**src/cbp_pkg.sv**
```systemverilog
/*
 * Shared constants, state codes and carrier types for the clock buffer
 * power and output control block.
 * Assumes a single 10 MHz clock and a synchronous active-high reset.
 */
`default_nettype none

package cbp_pkg;

	////////////////////////////////////////////////////////////////////////////
	// Register map (byte addresses, one aligned 32-bit word each)
	localparam int             ADDR_W      = 8;
	localparam logic [ADDR_W-1:0] REG_STATUS  = 8'h00;	// Read-only block state
	localparam logic [ADDR_W-1:0] REG_ENABLE  = 8'h04;	// Per-output enable bits
	localparam logic [ADDR_W-1:0] REG_ADDRSEL = 8'h08;	// Latched address straps

	// Status register field positions
	localparam int ST_FREQ_BIT  = 0;	// 1 = 100 MHz, 0 = 133 MHz
	localparam int ST_MODE_LSB  = 1;	// Two-bit PLL mode readback
	localparam int ST_STATE_LSB = 8;	// One-hot power-up state
	localparam int ST_LOCK_BIT  = 16;
	localparam int ST_SEEN_BIT  = 17;	// Power-good has been high once
	localparam int ST_TRI_BIT   = 18;	// Outputs parked by powerdown

	// Outputs that follow the output-enable pin
	localparam int GATED_LO = 5;
	localparam int GATED_HI = 12;

	// Bus responses
	localparam logic [1:0] RESP_OKAY   = 2'h0;
	localparam logic [1:0] RESP_SLVERR = 2'h2;

	////////////////////////////////////////////////////////////////////////////
	// Timing
	localparam int CLK_PERIOD_NS = 100;
	localparam int DELAY_MIN_NS  = 100000;	// 0.1 ms supply settle delay
	localparam int DELAY_CYC     = (DELAY_MIN_NS + CLK_PERIOD_NS - 1) / CLK_PERIOD_NS;
	localparam int DELAY_W       = $clog2(DELAY_CYC + 1);
	localparam int PD_EDGES      = 2;	// Complement-clock rising edges seen low

	////////////////////////////////////////////////////////////////////////////
	// Types
	typedef enum logic [4:0] {
		ST_OFF   = 5'h01,
		ST_DELAY = 5'h02,
		ST_WAIT  = 5'h04,
		ST_RUN   = 5'h08,
		ST_PDOWN = 5'h10
	} cbp_state_e;

	// Asynchronous inputs, carried together through the synchroniser
	typedef struct packed {
		logic       pwrGood;
		logic       oeN;
		logic       comp;
		logic       freq;
		logic [1:0] bwSel;
		logic [3:0] addrSel;
		logic       supply;
		logic       clkValid;
		logic       lock;
	} cbp_pins_s;

	// Configuration captured at the first power-good assertion
	typedef struct packed {
		logic       freq;
		logic [1:0] pllMode;
		logic [3:0] addrSel;
	} cbp_cfg_s;

	localparam cbp_cfg_s CFG_RESET = '0;

endpackage : cbp_pkg

`default_nettype wire

```
**src/cbp_power_ctrl.sv**
```systemverilog
/*
 * Power-up sequencer, powerdown handling and output gating of a
 * differential clock fanout buffer, with an AXI4-Lite register slave.
 * Assumes supply-good, input-clock-valid and PLL-lock come from analog
 * circuitry; all pins are asynchronous and are synchronised here.
 */
// The AXI4-Lite slave port and the register addresses were decided locally.
// Overview of operation
// - Power pin low: all outputs and feedback high impedance, PLL off.
// - Enable bit 0 tri-states that output; feedback and PLL keep running.
// - Enable bit 1 and output-enable pin 0 drive every output.
// - Enable bit 1 and output-enable pin 1 tri-state outputs 5 to 12 only.
// - Frequency and address straps captured when power-good first rises.
// - After first assertion the pin acts as active-low asynchronous powerdown.
// - Low on two complement-clock rises, tri-state at the next falling edge.
// - Supply good leaves power-off and waits at least 0.1 ms.
// - After the delay, wait for valid input clock and power pin high.
// - Enter operating state and enable outputs only on PLL lock.
// - Power-on to outputs active stays under 1.8 ms with clock present.
// - Without input clock, outputs stay disabled until clock and lock.
// - Per-output read-write enable bits reset to 1; 0 forces high impedance.
// - Latched frequency select readable: 1 is 100 MHz, 0 is 133 MHz.
`default_nettype none

module cbp_power_ctrl #(
	parameter int NUM_OUTPUTS = 19
) (
	input  wire logic                        mclk,                   // 10 MHz clock
	input  wire logic                        rst,                    // Sync reset
	// Pins and analog indications
	input  wire logic                        power_good_in,          // Power-good / powerdown_n
	input  wire logic                        outputEnablePin_n,      // Gates outputs 5..12
	input  wire logic                        diff_clock_out_comp,    // Complement output clock
	input  wire logic                        freq_select,            // Frequency strap
	input  wire logic [1:0]                  pll_bandwidth_select,   // PLL mode strap code
	input  wire logic [3:0]                  bus_addr_select,        // Address straps
	input  wire logic                        supplyGood,             // Supply above minimum
	input  wire logic                        inputClockValid,        // Reference clock seen
	input  wire logic                        pllLocked,              // PLL lock
	output logic                             pllEnable,              // PLL on
	output logic [NUM_OUTPUTS-1:0]           diffOutEnable_n,        // Low drives output
	output logic                             feedbackOutEnable_n,    // Low drives feedback
	// AXI4-Lite slave
	input  wire logic [cbp_pkg::ADDR_W-1:0]  s_axi_awaddr,           // Write address
	input  wire logic                        s_axi_awvalid,          // Write address valid
	output logic                             s_axi_awready,          // Write address ready
	input  wire logic [31:0]                 s_axi_wdata,            // Write data
	input  wire logic [3:0]                  s_axi_wstrb,            // Byte lanes
	input  wire logic                        s_axi_wvalid,           // Write data valid
	output logic                             s_axi_wready,           // Write data ready
	output logic [1:0]                       s_axi_bresp,            // Write response
	output logic                             s_axi_bvalid,           // Response valid
	input  wire logic                        s_axi_bready,           // Response ready
	input  wire logic [cbp_pkg::ADDR_W-1:0]  s_axi_araddr,           // Read address
	input  wire logic                        s_axi_arvalid,          // Read address valid
	output logic                             s_axi_arready,          // Read address ready
	output logic [31:0]                      s_axi_rdata,            // Read data
	output logic [1:0]                       s_axi_rresp,            // Read response
	output logic                             s_axi_rvalid,           // Read data valid
	input  wire logic                        s_axi_rready            // Read ready
);

	////////////////////////////////////////////////////////////////////////////
	// Address decode, shared by the write and read paths
	function automatic logic [1:0] decodeAddr(input logic [cbp_pkg::ADDR_W-1:0] a);
		unique case (a)
			cbp_pkg::REG_STATUS:  decodeAddr = 2'h1;
			cbp_pkg::REG_ENABLE:  decodeAddr = 2'h2;
			cbp_pkg::REG_ADDRSEL: decodeAddr = 2'h3;
			default:              decodeAddr = 2'h0;
		endcase
	endfunction : decodeAddr

	////////////////////////////////////////////////////////////////////////////
	// Two-flop synchroniser; pins and analog levels are all asynchronous
	cbp_pkg::cbp_pins_s pinsRaw;
	cbp_pkg::cbp_pins_s syncA;
	cbp_pkg::cbp_pins_s pins;
	logic               compPrev;

	assign pinsRaw = '{pwrGood: power_good_in, oeN: outputEnablePin_n,
		comp: diff_clock_out_comp, freq: freq_select, bwSel: pll_bandwidth_select,
		addrSel: bus_addr_select, supply: supplyGood, clkValid: inputClockValid,
		lock: pllLocked};

	// Only the second stage is read by logic
	always_ff @(posedge mclk) begin
		if (rst) begin
			syncA    <= '0;
			pins     <= '0;
			compPrev <= 1'b0;
		end else begin
			syncA    <= pinsRaw;
			pins     <= syncA;
			compPrev <= pins.comp;
		end
	end

	////////////////////////////////////////////////////////////////////////////
	// Sequencer, strap latch, powerdown edge counter and output gating
	cbp_pkg::cbp_state_e            state,     next_state;
	logic [cbp_pkg::DELAY_W-1:0]    delayCnt,  next_delayCnt;
	logic [1:0]                     pdCnt,     next_pdCnt;
	logic                           seenFirst, next_seenFirst;
	logic                           pwrPrev,   next_pwrPrev;
	cbp_pkg::cbp_cfg_s              cfg,       next_cfg;
	logic [NUM_OUTPUTS-1:0]         enableBits, next_enableBits;
	logic [NUM_OUTPUTS-1:0]         next_diffOutEnable_n;
	logic                           next_feedbackOutEnable_n;
	logic                           next_pllEnable;
	logic                           compRise;
	logic                           compFall;
	logic                           pdFire;
	logic                           firstAssert;
	logic                           regWrite;
	logic [NUM_OUTPUTS-1:0]         regWriteVal;

	assign compRise    = pins.comp & ~compPrev;
	assign compFall    = ~pins.comp & compPrev;
	assign pdFire      = (pdCnt == 2'(cbp_pkg::PD_EDGES)) && compFall;
	assign firstAssert = pins.pwrGood && !pwrPrev && !seenFirst;

	// Next-state logic; a supply loss returns to power-off from anywhere
	always_comb begin
		next_state      = state;
		next_delayCnt   = delayCnt;
		next_pdCnt      = pdCnt;
		next_seenFirst  = seenFirst;
		next_pwrPrev    = pins.pwrGood;
		next_cfg        = cfg;
		next_enableBits = regWrite ? regWriteVal : enableBits;
		// Straps are frozen at the first assertion only
		if (firstAssert) begin
			next_seenFirst = 1'b1;
			next_cfg       = '{freq: pins.freq, pllMode: pins.bwSel, addrSel: pins.addrSel};
		end
		unique case (state)
			cbp_pkg::ST_OFF: begin
				next_delayCnt = '0;
				if (pins.supply) next_state = cbp_pkg::ST_DELAY;
			end
			cbp_pkg::ST_DELAY: begin
				// Minimum of the delay window keeps total power-up latency short
				next_delayCnt = delayCnt + 1'b1;
				if (delayCnt == cbp_pkg::DELAY_W'(cbp_pkg::DELAY_CYC - 1))
					next_state = cbp_pkg::ST_WAIT;
			end
			cbp_pkg::ST_WAIT: begin
				// Lock is only trusted while clock and power pin are good
				if (pins.clkValid && pins.pwrGood && pins.lock)
					next_state = cbp_pkg::ST_RUN;
			end
			cbp_pkg::ST_RUN: begin
				// Count complement rises with the pin low; any high resets
				if (pins.pwrGood) next_pdCnt = '0;
				else if (compRise && pdCnt != 2'(cbp_pkg::PD_EDGES))
					next_pdCnt = pdCnt + 1'b1;
				if (pdFire) next_state = cbp_pkg::ST_PDOWN;
			end
			cbp_pkg::ST_PDOWN: begin
				next_pdCnt = '0;
				if (pins.pwrGood) next_state = cbp_pkg::ST_WAIT;
			end
		endcase
		if (!pins.supply) begin
			next_state     = cbp_pkg::ST_OFF;
			next_seenFirst = 1'b0;
			next_pdCnt     = '0;
		end
		// Outputs follow the current state; enable bit 0, or pin high for outputs 5..12, tri-states
		next_pllEnable           = (state == cbp_pkg::ST_WAIT && pins.pwrGood)
			|| state == cbp_pkg::ST_RUN;
		next_feedbackOutEnable_n = state != cbp_pkg::ST_RUN;
		for (int i = 0; i < NUM_OUTPUTS; i++) begin
			next_diffOutEnable_n[i] = !(state == cbp_pkg::ST_RUN && enableBits[i]
				&& !(pins.oeN && i >= cbp_pkg::GATED_LO
				&& i <= cbp_pkg::GATED_HI));
		end
	end

	always_ff @(posedge mclk) begin
		if (rst) begin
			state               <= cbp_pkg::ST_OFF;
			delayCnt            <= '0;
			pdCnt               <= '0;
			seenFirst           <= 1'b0;
			pwrPrev             <= 1'b0;
			cfg                 <= cbp_pkg::CFG_RESET;
			enableBits          <= '1;
			diffOutEnable_n     <= '1;
			feedbackOutEnable_n <= 1'b1;
			pllEnable           <= 1'b0;
		end else begin
			state               <= next_state;
			delayCnt            <= next_delayCnt;
			pdCnt               <= next_pdCnt;
			seenFirst           <= next_seenFirst;
			pwrPrev             <= next_pwrPrev;
			cfg                 <= next_cfg;
			enableBits          <= next_enableBits;
			diffOutEnable_n     <= next_diffOutEnable_n;
			feedbackOutEnable_n <= next_feedbackOutEnable_n;
			pllEnable           <= next_pllEnable;
		end
	end

	////////////////////////////////////////////////////////////////////////////
	// AXI4-Lite slave: address and data held until both arrive
	logic                       awHeld, next_awHeld;
	logic                       wHeld,  next_wHeld;
	logic [cbp_pkg::ADDR_W-1:0] awAddr, next_awAddr;
	logic [31:0]                wData,  next_wData;
	logic [3:0]                 wStrb,  next_wStrb;
	logic                       next_bvalid;
	logic [1:0]                 next_bresp;
	logic                       next_rvalid;
	logic [1:0]                 next_rresp;
	logic [31:0]                next_rdata;
	logic [31:0]                statusWord;
	logic [31:0]                mergedEnable;

	assign s_axi_awready = !awHeld && !s_axi_bvalid;
	assign s_axi_wready  = !wHeld && !s_axi_bvalid;
	assign s_axi_arready = !s_axi_rvalid;
	assign regWrite      = awHeld && wHeld && !s_axi_bvalid
		&& decodeAddr(awAddr) == 2'h2;

	// Byte lanes merge into the enable word; bits above the outputs drop
	always_comb begin
		mergedEnable = 32'(enableBits);
		for (int b = 0; b < 4; b++)
			if (wStrb[b]) mergedEnable[b*8 +: 8] = wData[b*8 +: 8];
		regWriteVal = mergedEnable[NUM_OUTPUTS-1:0];
	end

	// Status shows the latched frequency and PLL mode straps and the sequencer's own state
	always_comb begin
		statusWord = '0;
		statusWord[cbp_pkg::ST_FREQ_BIT] = cfg.freq;
		statusWord[cbp_pkg::ST_MODE_LSB +: 2] = cfg.pllMode;
		statusWord[cbp_pkg::ST_STATE_LSB +: 5] = state;
		statusWord[cbp_pkg::ST_LOCK_BIT] = pins.lock;
		statusWord[cbp_pkg::ST_SEEN_BIT] = seenFirst;
		statusWord[cbp_pkg::ST_TRI_BIT] = state == cbp_pkg::ST_PDOWN;
	end

	always_comb begin
		next_awHeld = awHeld;
		next_wHeld  = wHeld;
		next_awAddr = awAddr;
		next_wData  = wData;
		next_wStrb  = wStrb;
		next_bvalid = s_axi_bvalid;
		next_bresp  = s_axi_bresp;
		next_rvalid = s_axi_rvalid;
		next_rresp  = s_axi_rresp;
		next_rdata  = s_axi_rdata;
		if (s_axi_awvalid && s_axi_awready) begin
			next_awHeld = 1'b1;
			next_awAddr = s_axi_awaddr;
		end
		if (s_axi_wvalid && s_axi_wready) begin
			next_wHeld = 1'b1;
			next_wData = s_axi_wdata;
			next_wStrb = s_axi_wstrb;
		end
		// Read-only registers accept writes silently; unmapped gets SLVERR
		if (awHeld && wHeld && !s_axi_bvalid) begin
			next_awHeld = 1'b0;
			next_wHeld  = 1'b0;
			next_bvalid = 1'b1;
			next_bresp  = decodeAddr(awAddr) == 2'h0 ? cbp_pkg::RESP_SLVERR
				: cbp_pkg::RESP_OKAY;
		end else if (s_axi_bvalid && s_axi_bready) begin
			next_bvalid = 1'b0;
		end
		if (s_axi_arvalid && s_axi_arready) begin
			next_rvalid = 1'b1;
			next_rresp  = cbp_pkg::RESP_OKAY;
			unique case (decodeAddr(s_axi_araddr))
				2'h1: next_rdata = statusWord;
				2'h2: next_rdata = 32'(enableBits);
				2'h3: next_rdata = 32'(cfg.addrSel);
				default: begin
					next_rdata = '0;
					next_rresp = cbp_pkg::RESP_SLVERR;
				end
			endcase
		end else if (s_axi_rvalid && s_axi_rready) begin
			next_rvalid = 1'b0;
		end
	end

	always_ff @(posedge mclk) begin
		if (rst) begin
			awHeld       <= 1'b0;
			wHeld        <= 1'b0;
			awAddr       <= '0;
			wData        <= '0;
			wStrb        <= '0;
			s_axi_bvalid <= 1'b0;
			s_axi_bresp  <= cbp_pkg::RESP_OKAY;
			s_axi_rvalid <= 1'b0;
			s_axi_rresp  <= cbp_pkg::RESP_OKAY;
			s_axi_rdata  <= '0;
		end else begin
			awHeld       <= next_awHeld;
			wHeld        <= next_wHeld;
			awAddr       <= next_awAddr;
			wData        <= next_wData;
			wStrb        <= next_wStrb;
			s_axi_bvalid <= next_bvalid;
			s_axi_bresp  <= next_bresp;
			s_axi_rvalid <= next_rvalid;
			s_axi_rresp  <= next_rresp;
			s_axi_rdata  <= next_rdata;
		end
	end

	////////////////////////////////////////////////////////////////////////////
	// Checks
	property p_pdownOff;
		@(posedge mclk) disable iff (rst)
		state == cbp_pkg::ST_PDOWN |=> (&diffOutEnable_n) && feedbackOutEnable_n && !pllEnable;
	endproperty
	a_pdownOff: assert property (p_pdownOff) else $error("outputs live in powerdown");

	property p_bitOff;
		@(posedge mclk) disable iff (rst)
		state == cbp_pkg::ST_RUN && !enableBits[0]
			|=> diffOutEnable_n[0] && !feedbackOutEnable_n && pllEnable;
	endproperty
	a_bitOff: assert property (p_bitOff) else $error("disabled output driven");

	property p_allOn;
		@(posedge mclk) disable iff (rst)
		state == cbp_pkg::ST_RUN && enableBits[5] && !pins.oeN
			|=> !diffOutEnable_n[5] && !feedbackOutEnable_n;
	endproperty
	a_allOn: assert property (p_allOn) else $error("enabled output not driven");

	property p_pinGroup;
		@(posedge mclk) disable iff (rst)
		state == cbp_pkg::ST_RUN && enableBits[12] && enableBits[13] && pins.oeN
			|=> diffOutEnable_n[12] && !diffOutEnable_n[13];
	endproperty
	a_pinGroup: assert property (p_pinGroup) else $error("pin gating wrong group");

	property p_latch;
		@(posedge mclk) disable iff (rst)
		firstAssert && pins.supply |=> cfg.freq == $past(pins.freq) && seenFirst;
	endproperty
	a_latch: assert property (p_latch) else $error("straps not captured");

	property p_pdSeq;
		@(posedge mclk) disable iff (rst)
		state == cbp_pkg::ST_RUN && pdFire && pins.supply
			|=> state == cbp_pkg::ST_PDOWN ##1 &diffOutEnable_n;
	endproperty
	a_pdSeq: assert property (p_pdSeq) else $error("powerdown not taken");

	property p_delayHold;
		@(posedge mclk) disable iff (rst)
		state == cbp_pkg::ST_DELAY && pins.supply
			&& delayCnt != cbp_pkg::DELAY_W'(cbp_pkg::DELAY_CYC - 1)
			|=> state == cbp_pkg::ST_DELAY;
	endproperty
	a_delayHold: assert property (p_delayHold) else $error("delay cut short");

	property p_waitHold;
		@(posedge mclk) disable iff (rst)
		state == cbp_pkg::ST_WAIT && pins.supply && !(pins.clkValid && pins.pwrGood)
			|=> state == cbp_pkg::ST_WAIT;
	endproperty
	a_waitHold: assert property (p_waitHold) else $error("left wait early");

	property p_lockEntry;
		@(posedge mclk) disable iff (rst)
		$rose(state == cbp_pkg::ST_RUN) |-> $past(pins.lock);
	endproperty
	a_lockEntry: assert property (p_lockEntry) else $error("run without lock");

	property p_notRunOff;
		@(posedge mclk) disable iff (rst)
		state != cbp_pkg::ST_RUN |=> &diffOutEnable_n;
	endproperty
	a_notRunOff: assert property (p_notRunOff) else $error("output before run");

	property p_enReset;
		@(posedge mclk) rst |=> &enableBits;
	endproperty
	a_enReset: assert property (p_enReset) else $error("enable reset wrong");

	c_run:   cover property (@(posedge mclk) disable iff (rst) $rose(state == cbp_pkg::ST_RUN));
	c_pdown: cover property (@(posedge mclk) disable iff (rst) state == cbp_pkg::ST_PDOWN);
	c_write: cover property (@(posedge mclk) disable iff (rst) regWrite);

endmodule : cbp_power_ctrl

`default_nettype wire

```
**config.mk**
```make
export PLATFORM = sky130hd
export DESIGN_NAME = cbp_power_ctrl
export DESIGN_NICKNAME = d
export VERILOG_FILES = /design/src/cbp_pkg.sv /design/src/cbp_power_ctrl.sv
export SDC_FILE = /design/constraint.sdc
export NUM_CORES = 1
export LEC_CHECK = 0
export ABC_AREA = 1
export BUFFER_PORTS_ARGS = -buffer_cell sky130_fd_sc_hd__buf_2
export CAP_MARGIN = 0
export CORE_MARGIN = 2
export CORE_UTILIZATION = 53
export CTS_CLUSTER_SIZE = 8
export DETAILED_ROUTE_END_ITERATION = 16
export GPL_ROUTABILITY_DRIVEN = 0
export PLACE_DENSITY = 0.82
export REMOVE_ABC_BUFFERS = 1
export SYNTH_ARGS = -nofsm -noshare
export SYNTH_HDL_FRONTEND = slang
export SYNTH_SLANG_ARGS = --single-unit
export TNS_END_PERCENT = 1
```
**constraint.sdc**
```tcl
create_clock -name mclk -period 1.6 [get_ports mclk]
set_input_delay 0.4 -clock mclk [delete_from_list [all_inputs] [get_ports mclk]]
set_output_delay 0.4 -clock mclk [all_outputs]
set_load 0.1 [all_outputs]
```
==> implementation parameters <==
Parameter                              Value

Outcome
  Run status    finished with violations
  Violations in the final reports    negative setup slack

Route
  Count of routing violations after the opening detailed-route iteration    between 200 and 250
  Via Count    4,776
  Detailed-route wire length per cell    12.75 µm
  Total routed wirelength    approximately 12,000 µm
  Vias per inst    ~4.9
  Count of nets left with antenna violations after detail routing    0
  Number of iterations in the first detailed-routing pass    4
  DR DRC count    0

Floorplanning
  I/O pin count    between 100 and 150
  Full die area    about 11,000 µm²
  Floorplan Core Area    ~10,000 µm²
  Die height    roughly 110 µm
  Number of core rows    37
  DIE WIDTH    around 110 µm
  Starting Density    0.5422

Timing
  Worst hold slack    about 77 ps
  Setup ws final    -10.90 ps
  Final setup viols    1
  Peak clock frequency supported by timing    between 600 and 700 MHz
  Final worst clock skew    7.383 ps
  Final Max Slew Viols    0
  Minimum period implied by the final worst setup slack    between 1500 and 2000 ps
  Final critical-path share of the clock period    1.007
  Final Hold Fails    0
  Setup repair after global routing missed its margin    yes

Global routing
  Antenna violations before repair    0
  Global-route wire length before repair    between 20,000 and 25,000 µm
  Maximum number of pins on one net before global-route repair    66
  Number of global-route vias before repair    about 4,400
  Global routing usage summed across all routing layers    0.2242
  Sum of overflow across all layers after global routing    0

CTS
  Number of buffers created by CTS    17
  Setup repair bufs after CTS    0
  Sink Count    ~150
  CTS Root Cell    sky130_fd_sc_hd__clkbuf_8
  CTS Hold Bufs    0
  Clock Pin Slew Worst Setup and Hold Paths    roughly 60 ps
  Clock tree from TritonCTS    done
  Clock network latency to the later pin of the worst-skew pair    520 ps
  H-tree level count    4
  Post-cts repair resize count    slightly above 50
  Number of buffers on the longest clock path    2

Final layout
  Count of filler cells inserted in the layout    between 800 and 900
  Proportion of layout cells with a drive suffix above 1    0.2284
  Post-layout nets    between 800 and 900
  Synth-to-Final Area Change    26.67%
  Register area    just under 3000 µm²
  Multi-input gate area in the final layout    roughly 2200 µm²
  Count of antenna diodes in the layout    0
  Post-route core utilization    0.6869

Job
  Max-cap violation count    0

Pwr
  Overall power of the completed layout    8.728 mW
  Leakage Power    between 3 and 4 nW
  Maximum vdd ir drop    0.7339 mV
  Power Density    1236 nW/µm²

Worst setup path
  Endpoint required time on the critical path    1200 ps
  Critical path start-end classification    reg -> out
  Arrival time at the worst endpoint    1210 ps
  Critical Path End Type    output port
  Category of the worst setup path launch point    register
  Critical path peak fanout    5

Synthesis
  Number of standard cells after synthesis    approximately 700
  Sequential fraction of the synthesis area    0.5317
  Mapped Avg Cell Area    roughly 8 µm²
  Number of library cell types mapped by synthesis    36
  Seq cells post-synth    148
  Total standard cell area after synthesis    between 5000 and 6000 µm²
  Yosys warns    0

Place
  Port-buffer cells    approximately 100
  Half-perimeter wire length after detailed placement    just over 8000 µm

Hold path
  Hold/Removal Path Class    in -> reg
## kinds of logic (layout without fill, tap and decap cells)
group | count (synthesis) | count (layout) | share of synthesized area
AO/OA/AOI/OAI | 121 | 121 | 0.1188
AND/OR/NAND/NOR | 313 | 313 | 0.2510
buffers and inverters | 117 | 233 | 0.09340
flip-flops | 148 | 148 | 0.5317
other | 1 | 15 | 0.0006729
adder cells (fa/ha/maj) | 2 | 2 | 0.004490
## report_power, final
| part | total, mW | switching, mW | internal [mW] |
|---|---|---|---|
| combinational | 0.909 | 0.660 | 0.249 |
| sequential | 3.89 | 0.0732 | 3.82 |
| clock | 3.92 | 1.54 | 2.39 |
| total | 8.73 | 2.27 | 6.46 |
## flip-flops by register name, summed over array words and instances, names as in the netlist, 2 cells and up
name             count
awAddr               8
cfg                  7
delayCnt            10
diffOutEnable_n     19
enableBits          19
pdCnt                2
pins                12
s_axi_rdata         19
state                5
syncA               13
wData               19
wStrb                3
## metrics by stage
stage               setup slack [ps]  TNS, ps  instance area, µm²  std cells
floorplan                      -1890   -87990                5405        679
detailed placement             67.67        0                6294        938
global placement               113.7        0                6294        938
finish                        -10.90   -10.90                7059        968
global route                  -60.79   -107.4                7059        968
CTS                           -98.70   -128.3                7015        969
## cell usage in the layout, fill, tap and decap left out, types with 8 or more instances in the layout
master	netlist	layout
sky130_fd_sc_hd__o211ai_1	8	8
sky130_fd_sc_hd__dfxtp_1	148	146
sky130_fd_sc_hd__conb_1	1	15
sky130_fd_sc_hd__buf_4	16	50
sky130_fd_sc_hd__nor2_1	113	111
sky130_fd_sc_hd__a21oi_1	46	46
sky130_fd_sc_hd__nand3_1	44	44
sky130_fd_sc_hd__buf_2	4	57
sky130_fd_sc_hd__nand2_2	8	8
sky130_fd_sc_hd__o21ai_0	57	57
sky130_fd_sc_hd__nand2_1	123	123
sky130_fd_sc_hd__buf_6	0	10
sky130_fd_sc_hd__inv_1	75	74
sky130_fd_sc_hd__clkbuf_16	0	16
## final timing paths
| kind | from | endpoint | slack (ps) | cells after the start |
|---|---|---|---|---|
| min reg2reg | enableBits[18] | diffOutEnable_n[18] | 390 | 1 |
| min | bus_addr_select[0] | syncA[3] | 80 | 3 |
| max reg2reg | wHeld | enableBits[15] | 110 | 9 |
| max | s_axi_bvalid | s_axi_awready | -10 | 2 |
## cell usage after synthesis
library cell / n / area, µm²
sky130_fd_sc_hd__nor2_1: 113 / 424.2
sky130_fd_sc_hd__a21oi_1: 46 / 230.2
sky130_fd_sc_hd__a32oi_1: 2 / 17.52
sky130_fd_sc_hd__nor2_8: 2 / 40.04
sky130_fd_sc_hd__a211oi_1: 1 / 7.510
sky130_fd_sc_hd__o21a_1: 1 / 7.510
sky130_fd_sc_hd__conb_1: 1 / 3.750
sky130_fd_sc_hd__inv_2: 4 / 15.01
sky130_fd_sc_hd__nand3_1: 44 / 220.2
sky130_fd_sc_hd__dfxtp_1: 148 / 2963
sky130_fd_sc_hd__nand2_1: 123 / 461.7
sky130_fd_sc_hd__clkinv_1: 1 / 3.750
sky130_fd_sc_hd__buf_12: 1 / 20.02
sky130_fd_sc_hd__o21bai_1: 1 / 7.510
sky130_fd_sc_hd__o21ai_0: 57 / 285.3
sky130_fd_sc_hd__ha_1: 2 / 25.02
sky130_fd_sc_hd__nor3_4: 1 / 16.27
sky130_fd_sc_hd__nor2_4: 4 / 45.04
sky130_fd_sc_hd__nand4_2: 1 / 12.51
sky130_fd_sc_hd__inv_1: 75 / 281.5
sky130_fd_sc_hd__nor2_2: 3 / 18.77
sky130_fd_sc_hd__a31oi_1: 1 / 6.260
sky130_fd_sc_hd__o211ai_2: 2 / 25.02
sky130_fd_sc_hd__o31ai_1: 1 / 7.510
sky130_fd_sc_hd__o211ai_1: 8 / 60.06
sky130_fd_sc_hd__nor3_1: 3 / 15.01
sky130_fd_sc_hd__nand3_2: 5 / 50.05
sky130_fd_sc_hd__buf_2: 4 / 20.02
sky130_fd_sc_hd__nand2_2: 8 / 50.05
sky130_fd_sc_hd__nand4_1: 4 / 25.02
sky130_fd_sc_hd__buf_1: 4 / 15.01
sky130_fd_sc_hd__or2_4: 1 / 8.760
sky130_fd_sc_hd__nand2_4: 1 / 11.26
sky130_fd_sc_hd__a22oi_1: 1 / 7.510
sky130_fd_sc_hd__clkbuf_1: 12 / 45.04
sky130_fd_sc_hd__buf_4: 16 / 120.1
## layout make-up
cell class,instances,share of cell area
multi-input combinational,451,0.3056
tap,136,0.02410
sequential,148,0.4204
clock inverter,14,0.02499
clock buffer,17,0.05867
inverter,80,0.04254
timing repair buffer,122,0.1237
## layer usage
metal,vias to the layer above,global-route usage,part of all wire,wire length (µm)
li1,2449,-,-,-
met2,134,0.3741,0.50,6115
met1,2173,0.2753,0.43,5251
met5,-,0,0,0
met4,0,0.08813,0.019,240
met3,20,0.06131,0.059,731
## worst max-delay path, stage by stage, from the launching register on
cell and delay, ps:
sky130_fd_sc_hd__dfxtp_4 370, sky130_fd_sc_hd__nor2_4 130, sky130_fd_sc_hd__buf_12 190
Power figures use the tool's default switching activity.
